--- config.mk ---
export PLATFORM = sky130hd
export DESIGN_NAME = asa_alarm_status_aggregator
export DESIGN_NICKNAME = d
export VERILOG_FILES = /design/src/asa_alarm_status_aggregator.v /design/src/asa_edge_detect.v /design/src/asa_sticky_bits.v
export VERILOG_INCLUDE_DIRS = /design/src /design/src/inc
export SDC_FILE = /design/constraint.sdc
export NUM_CORES = 1
export LEC_CHECK = 0
export BUFFER_PORTS_ARGS = -buffer_cell sky130_fd_sc_hd__buf_4
export CAP_MARGIN = 40
export CORE_MARGIN = 2
export CORE_UTILIZATION = 45
export DETAILED_ROUTE_END_ITERATION = 10
export GPL_ROUTABILITY_DRIVEN = 1
export PLACE_DENSITY = 0.78
export SETUP_SLACK_MARGIN = 0.4
export SYNTH_ARGS = -nofsm -noshare
export SYNTH_HDL_FRONTEND = slang
export SYNTH_SLANG_ARGS = --single-unit
--- constraint.sdc ---
create_clock -name clk_sys -period 4 [get_ports clk_sys]
set_input_delay 0 -clock clk_sys [delete_from_list [all_inputs] [get_ports clk_sys]]
set_output_delay 0 -clock clk_sys [all_outputs]
set_load 0.01 [all_outputs]
--- src/inc/asa_map.vh ---
// register offsets, field positions and reset values of the alarm aggregator
`ifndef ASA_MAP_VH
`define ASA_MAP_VH

`define ASA_ADDR_W          12
`define ASA_OFF_SUMMARY     12'h2C0
`define ASA_OFF_FLAGS       12'h2C1
`define ASA_OFF_MASK        12'h2C2
`define ASA_OFF_LANE_LO     12'h2C4
`define ASA_OFF_LANE_HI     12'h2C5
`define ASA_OFF_PIN_SEL     12'h2C8
`define ASA_OFF_LINK_CTRL   12'h2C9

`define ASA_BIT_FIFO        5
`define ASA_BIT_PLL         4
`define ASA_BIT_LINK        3
`define ASA_BIT_REALIGN     2
`define ASA_BIT_OSC         1
`define ASA_BIT_CLK         0
`define ASA_BIT_SUMMARY     0

`define ASA_FLAGS_RESET     6'h3F
`define ASA_MASK_RESET      6'h3F
`define ASA_LANE_RESET      16'hFFFF
`define ASA_PIN_SEL_ALARM   1'b1

`endif

--- src/asa_alarm_status_aggregator.v ---
// alarm status aggregator: sticky alarm flags, mask, summary and interrupt pin
// Summary of operation
// summary bit 0 high while any flag is set with its mask clear
// pin selector routes the summary alarm onto the status output pin
// flag bit 5 set when any active lane FIFO overflows or underflows
// flag bit 4 set while the PLL reports not locked
// 8b/10b: flag bit 3 set while link enabled but not sending data
// 64b/66b: flag bit 3 set at link start-up and on any realignment while the link is enabled
// flag bit 2 set whenever a SYSREF event realigns the internal clocks
// flag bit 1 set on oscillator disable, sync, or A/B phase mismatch
// flag bit 0 set while channel A and B dividers disagree
// writing one clears a flag; writing zero leaves it alone
// power-on or soft reset sets all six flags, status reads 0x3F
// with link enable clear, all flags but the clock one are undefined
// software clears every flag after enabling the link, before trusting them
// six-bit mask, reset to all ones, hides flags from the summary
// per-lane FIFO flags, W1C per bit, wiped when the FIFO flag clears
// flags hold until cleared; a set in the clearing cycle wins
`timescale 1ns/100ps
`include "asa_map.vh"
module asa_alarm_status_aggregator #(
  parameter LANES = 16
) (
  input  wire                   clk_sys,
  input  wire                   rst,
  input  wire                   soft_reset,
  input  wire [`ASA_ADDR_W-1:0] reg_addr,
  input  wire [7:0]             reg_wdata,
  input  wire                   reg_write,
  input  wire                   reg_read,
  output reg  [7:0]             reg_rdata,
  input  wire [LANES-1:0]       lane_active,
  input  wire [LANES-1:0]       lane_fifo_error,
  input  wire                   pll_locked,
  input  wire                   mode_64b66b,
  input  wire                   link_sending_data,
  input  wire                   link_realign_event,
  input  wire                   sysref_realign_event,
  input  wire                   osc_sync_event,
  input  wire                   osc_phase_mismatch,
  input  wire                   divider_mismatch,
  input  wire                   cal_status,
  output reg                    status_output_pin,
  output wire                   alarm_irq,
  output wire                   serial_link_enable
);
  localparam FLAG_W = 6;

  reg              link_en;
  reg              pin_sel;
  reg [FLAG_W-1:0] alarm_flag_mask;

  wire [FLAG_W-1:0] alarm_flags;
  wire [LANES-1:0]  per_lane_fifo_flags;
  wire              block_reset;
  wire              wr_flags;
  wire              wr_mask;
  wire              wr_lane_lo;
  wire              wr_lane_hi;
  wire              wr_pin_sel;
  wire              wr_link;
  wire              summary_alarm;
  wire [1:0]        rises;
  wire              link_start_pulse;
  wire              link_stop_pulse;
  wire [LANES-1:0]  lane_hits;
  wire [LANES-1:0]  lane_clear;
  wire [FLAG_W-1:0] flag_set;
  wire [FLAG_W-1:0] flag_clear;
  reg  [7:0]        next_rdata;

  // soft reset re-presets the flags exactly like power-on
  assign block_reset = rst | soft_reset;

  assign wr_flags   = reg_write && (reg_addr == `ASA_OFF_FLAGS);
  assign wr_mask    = reg_write && (reg_addr == `ASA_OFF_MASK);
  assign wr_lane_lo = reg_write && (reg_addr == `ASA_OFF_LANE_LO);
  assign wr_lane_hi = reg_write && (reg_addr == `ASA_OFF_LANE_HI);
  assign wr_pin_sel = reg_write && (reg_addr == `ASA_OFF_PIN_SEL);
  assign wr_link    = reg_write && (reg_addr == `ASA_OFF_LINK_CTRL);

  always @(posedge clk_sys) begin
    if (block_reset) begin
      link_en         <= 1'b0;
      pin_sel         <= 1'b0;
      alarm_flag_mask <= `ASA_MASK_RESET;
    end else begin
      if (wr_link) begin
        link_en <= reg_wdata[0];
      end
      if (wr_pin_sel) begin
        pin_sel <= reg_wdata[0];
      end
      if (wr_mask) begin
        alarm_flag_mask <= reg_wdata[FLAG_W-1:0];
      end
    end
  end

  assign serial_link_enable = link_en;

  asa_edge_detect #(
    .WIDTH (2)
  ) u_link_edges (
    .clk_sys  (clk_sys),
    .rst      (block_reset),
    .level_in ({~link_en, link_en}),
    .rise_out (rises)
  );
  assign link_start_pulse = rises[0];
  assign link_stop_pulse  = rises[1];

  // only lanes in use may raise a FIFO alarm
  assign lane_hits = lane_active & lane_fifo_error;

  // lane flags: per-bit W1C, whole bank cleared with the FIFO status flag
  genvar gi;
  generate
    for (gi = 0; gi < LANES; gi = gi + 1) begin : g_lane_clr
      if (gi < 8) begin : g_lo
        assign lane_clear[gi] = (wr_lane_lo && reg_wdata[gi]) ||
                                (wr_flags && reg_wdata[`ASA_BIT_FIFO]);
      end else begin : g_hi
        assign lane_clear[gi] = (wr_lane_hi && reg_wdata[gi-8]) ||
                                (wr_flags && reg_wdata[`ASA_BIT_FIFO]);
      end
    end
  endgenerate

  asa_sticky_bits #(
    .WIDTH       (LANES),
    .RESET_VALUE ({LANES{1'b1}})
  ) u_lane_flags (
    .clk_sys  (clk_sys),
    .rst      (block_reset),
    .set_in   (lane_hits),
    .clear_in (lane_clear),
    .flags    (per_lane_fifo_flags)
  );

  assign flag_set[`ASA_BIT_FIFO] = |lane_hits;
  assign flag_set[`ASA_BIT_PLL]  = ~pll_locked;
  // 8b/10b: level condition; 64b/66b: start-up and realignment events
  assign flag_set[`ASA_BIT_LINK] = mode_64b66b ?
                                   (link_start_pulse | (link_en & link_realign_event)) :
                                   (link_en & ~link_sending_data);
  assign flag_set[`ASA_BIT_REALIGN] = sysref_realign_event;
  // link disable also stops the oscillators
  assign flag_set[`ASA_BIT_OSC] = link_stop_pulse | ~link_en |
                                  osc_sync_event | osc_phase_mismatch;
  assign flag_set[`ASA_BIT_CLK] = divider_mismatch;

  // flags other than the clock one are meaningless while the link is off
  assign flag_clear = wr_flags ? reg_wdata[FLAG_W-1:0] : {FLAG_W{1'b0}};

  asa_sticky_bits #(
    .WIDTH       (FLAG_W),
    .RESET_VALUE (`ASA_FLAGS_RESET)
  ) u_flags (
    .clk_sys  (clk_sys),
    .rst      (block_reset),
    .set_in   (flag_set),
    .clear_in (flag_clear),
    .flags    (alarm_flags)
  );

  assign summary_alarm = |(alarm_flags & ~alarm_flag_mask);
  assign alarm_irq     = summary_alarm;

  always @(posedge clk_sys) begin
    if (block_reset) begin
      status_output_pin <= 1'b0;
    end else begin
      status_output_pin <= (pin_sel == `ASA_PIN_SEL_ALARM) ?
                           summary_alarm : cal_status;
    end
  end

  always @* begin
    next_rdata = 8'h00;
    if (reg_addr == `ASA_OFF_SUMMARY) begin
      next_rdata[`ASA_BIT_SUMMARY] = summary_alarm;
    end else if (reg_addr == `ASA_OFF_FLAGS) begin
      next_rdata[FLAG_W-1:0] = alarm_flags;
    end else if (reg_addr == `ASA_OFF_MASK) begin
      next_rdata[FLAG_W-1:0] = alarm_flag_mask;
    end else if (reg_addr == `ASA_OFF_LANE_LO) begin
      next_rdata = per_lane_fifo_flags[7:0];
    end else if (reg_addr == `ASA_OFF_LANE_HI) begin
      next_rdata = per_lane_fifo_flags[LANES-1:8];
    end else if (reg_addr == `ASA_OFF_PIN_SEL) begin
      next_rdata[0] = pin_sel;
    end else if (reg_addr == `ASA_OFF_LINK_CTRL) begin
      next_rdata[0] = link_en;
    end
  end

  // read data stand only in the cycle after the strobe
  always @(posedge clk_sys) begin
    if (rst) begin
      reg_rdata <= 8'h00;
    end else if (reg_read) begin
      reg_rdata <= next_rdata;
    end else begin
      reg_rdata <= 8'h00;
    end
  end
endmodule

--- src/asa_edge_detect.v ---
// rising-edge pulses for a bank of condition levels
`timescale 1ns/100ps
module asa_edge_detect #(
  parameter WIDTH = 2
) (
  input  wire             clk_sys,
  input  wire             rst,
  input  wire [WIDTH-1:0] level_in,
  output wire [WIDTH-1:0] rise_out
);
  reg [WIDTH-1:0] level_d;

  always @(posedge clk_sys) begin
    if (rst) begin
      // follow the level in reset so no false edge appears after release
      level_d <= level_in;
    end else begin
      level_d <= level_in;
    end
  end

  assign rise_out = level_in & ~level_d;
endmodule

--- src/asa_sticky_bits.v ---
// bank of write-one-to-clear sticky flags, set wins over clear
`timescale 1ns/100ps
module asa_sticky_bits #(
  parameter WIDTH = 6,
  parameter [WIDTH-1:0] RESET_VALUE = {WIDTH{1'b1}}
) (
  input  wire             clk_sys,
  input  wire             rst,
  input  wire [WIDTH-1:0] set_in,
  input  wire [WIDTH-1:0] clear_in,
  output reg  [WIDTH-1:0] flags
);
  genvar i;
  generate
    for (i = 0; i < WIDTH; i = i + 1) begin : g_bit
      always @(posedge clk_sys) begin
        if (rst) begin
          flags[i] <= RESET_VALUE[i];
        end else if (set_in[i]) begin
          flags[i] <= 1'b1;
        end else if (clear_in[i]) begin
          flags[i] <= 1'b0;
        end
      end
    end
  endgenerate
endmodule

==> results.toml <==
[outcome]
run_status = "complete, no violations"

[power_and_ir_drop]
p_int_w = 0.000610
power.total_w = 0.000801
p_sw_frac = 0.238
p_comb_frac = 0.158
power.switching_w = 0.000190
power.leakage_nw = 1.27
p_per_area_mw_per_mm2 = 261
clkPwrFrac = 0.345
ir_worst_vdd_mv = 0.202
seqPwrFrac = 0.498

[setup_path]
startpoint = "reg_addr[0]"
required_ns = 4.17
critPathArrivalTime_ns = 2.33
reg2reg_depth = 3
path_class = "primary input to register"
crit_fanout = 25
r2r-start = "u_lane_flags.flags[4]$_SDFFE_PP1P_"
critPathLaunchType = "primary input"
crit_path_end_kind = "register"

[logic_synthesis]
synth_commonest_cells = "dfxtp_1 (40), nor2_1 (20), a221o_1 (13)"
synth_xor_area_frac = 0.00432
synth_edf_count = 0
ys_seq_area_frac = 0.395
ys_ff_latch = 40
synth_area_leaders = "dfxtp_1 (39%), a221o_1 (6.4%), a21boi_0 (4.4%)"
synth.avg_cell_area_um2 = 9.35
synth.largest_area_cell = "dfxtp_1"
syn_inst = 217
synth-simple-area-share = 0.224
synth_top_area_share = 0.395
ys.flop_type = "dfxtp_1"
yosysMostFrequentCell = "dfxtp_1"
synth_top_family_by_area = "compound AO/OA/AOI/OAI gates"
yosys_warnings = 0
async_flop_share = 0
synth_cell_types = 47
synthMuxAreaShare = 0.0456
syn-cell-area_mm2 = 0.00203
synth_nets = 283
synth_fa_ha_area_frac = 0
synth-compound-area-share = 0.264

[timing]
max_freq_mhz = 465
maxSlewViolCount = 0
setup_viol = 0
post-route-period-util = 0.538
timing.final.crit_period_ns = 2.15
fin_tns_setup_ns = 0
slew_headroom = 0.543
worst_pin_slew_ns = 0.676
rsz0062_at_grt = "false"
clock_skew_ns = 0.00238
final_hold_viol_count = 0

[clocking]
htreeDepth = 2
post_cts_buffers = 0
clock-sinks = 40
insertion_delay_ns = 0.29
clk_path_buf_depth = 2
cts_inserted_buffers = 5
cts_resized = 0
cts_tree = "built"
clkTransAtPathRegs_ns = 0.08
clockRootBuffer = "clkbuf_8"

[grt]
grt_max_degree = 35
track_usage = 0.266
grt_pass1_vias = 2228
grt_antenna_before_repair = 0
grt_first_pass_wirelength_um = 10600
overflow = 0

[die]
core_area_mm2 = 0.00435
ios = 77
die_height_um = 71.2
fp.dieW_um = 71.2
rows = 24
die-area_mm2 = 0.00506
initial_core_util = 0.466

[route]
wl_per_cell_um = 16.8
drt_iter0_markers = 182
routed_wl_um = 6390
drc = 0
antenna_left = 0
dr.pass1.iters = 4
vias_per_cell = 5.76
vias = 2188

[placed_design]
placed_area_mm2 = 0.00257
port-buffer-count = 76
gp_congestion = 0.872
post-dp-hpwl_um = 4180

[min_path]
hold_class = "primary input to register"
hold_depth = 3
min-delay-start = "reg_wdata[0]"

[final_layout]
nNetsFinal = 393
final_area_mm2 = 0.00307
synthToLayoutAreaGrowth_pct = 51.4
layout-drive-gt1-share = 0.299
fillers = 339
num_antenna_cells = 0

[job]
maxCapViolations = 0
==> cells by family (layout without fill, tap and decap cells) <==
logic type | Yosys count | count (layout)
xor+xnor | 1 | 1
simple gates | 73 | 73
compound gates | 70 | 70
buf+inv | 24 | 135
flops | 40 | 40
mux | 9 | 9
==> layer usage <==
| metal | GRT usage | routed length [um] | vias up |
|---|---|---|---|
| li1 | - | - | 1055 |
| met3 | 0.0442 | 437 | 13 |
| met5 | 0 | 0 | - |
| met1 | 0.329 | 2650 | 1023 |
| met2 | 0.458 | 3140 | 97 |
| met4 | 0.107 | 155 | 0 |
==> worst paths after layout <==
| check | end | slack [ns] |
|---|---|---|
| worst max-delay path | u_lane_flags.flags[4]$_SDFFE_PP1P_ | 1.85 |
| worst min-delay path | pin_sel$_SDFFE_PP0P_ | 0.009 |
| worst max register to register | u_lane_flags.flags[4]$_SDFFE_PP1P_ | 2.48 |
| worst min register to register | u_flags.flags[0]$_SDFFE_PP1P_ | 0.48 |
==> critical path, cell delays in order <==
cell and delay, ns:
buf_4 0.25, nor4b_2 0.42, and4_1 0.50, nand2_4 0.19
a221o_2 0.37, dlygate4sd3_1 0.57
==> layout make-up <==
| type | instances | area, um^2 | share of cell area |
|---|---|---|---|
| clock buffer | 6 | 82.6 | 0.0269 |
| clock inverter | 2 | 10.0 | 0.00326 |
| inverter | 9 | 33.8 | 0.0110 |
| multi-input combinational | 153 | 1090 | 0.355 |
| sequential | 40 | 801 | 0.261 |
| tap | 52 | 65.1 | 0.0212 |
| timing repair buffer | 118 | 988 | 0.322 |
==> registers in the layout, indices dropped and copies added, names as in the netlist <==
| signal | cells |
|---|---|
| pin_sel | 1 |
| u_lane_flags.flags | 16 |
| u_flags.flags | 6 |
| reg_rdata | 8 |
| status_output_pin | 1 |
| serial_link_enable | 1 |
| alarm_flag_mask | 6 |
| u_link_edges.level_d | 1 |
==> stage by stage <==
step | worst slack (ns) | utilization | hold slack [ns] | cells
2_1_floorplan | 2.64 | - | 0.0889 | 217
3_3_place_gp | 2.22 | 0.590 | 0.181 | 331
3_5_place_dp | 2.16 | 0.590 | 0.185 | 331
4_1_cts | 1.92 | 0.706 | 0.00398 | 380
5_1_grt | 1.77 | 0.706 | 0.0202 | 380
6_report | 1.85 | 0.706 | 0.00850 | 380
==> cells in the final DEF (no fill, tap or decap), types with 2 or more instances in the layout <==
| cell type | Yosys | final |
|---|---|---|
| nor4bb_1 | 3 | 3 |
| a22oi_1 | 6 | 6 |
| nand2_1 | 7 | 7 |
| dlygate4sd3_1 | 0 | 41 |
| nor4b_1 | 5 | 5 |
| a221o_1 | 13 | 13 |
| a21oi_1 | 12 | 12 |
| inv_1 | 9 | 9 |
| buf_4 | 0 | 77 |
| nor2b_1 | 3 | 3 |
| mux2_2 | 2 | 2 |
| or3b_2 | 2 | 2 |
| dfxtp_1 | 40 | 40 |
| clkbuf_8 | 0 | 6 |
| mux2i_1 | 7 | 7 |
| nand3_1 | 2 | 2 |
| a211o_1 | 3 | 3 |
| nor2_1 | 20 | 20 |
| nand3b_1 | 2 | 2 |
| nand4_1 | 5 | 5 |
| a221o_2 | 2 | 2 |
| nor3_1 | 9 | 9 |
| o22ai_1 | 3 | 3 |
| o21ai_0 | 5 | 5 |
| nand2b_1 | 4 | 4 |
| clkinv_2 | 0 | 2 |
| o311a_1 | 2 | 2 |
| a221oi_1 | 5 | 5 |
| a21boi_0 | 12 | 12 |
| and4_2 | 2 | 2 |
==> timing repair <==
action	4_1_cts	5_1_grt
endpoints found under the setup margin	0	0
hold endpoints to repair	23	0
hold buffers	41	0
==> power by group through the flow <==
| stage | sequential (W) | clock (W) | combinational, W |
|---|---|---|---|
| final | 0.000398 | 0.000276 | 0.000126 |
| after global routing | 0.000398 | 0.000294 | 0.000136 |
| after CTS | 0.000398 | 0.000278 | 0.000124 |
| after detailed placement | 0.000408 | 0 | 0.000103 |
| after global placement | 0.000408 | 0 | 0.000102 |
| after floorplan | 0.000408 | 0 | 0.0000364 |
Note: power is estimated with default switching activity, not from simulation.
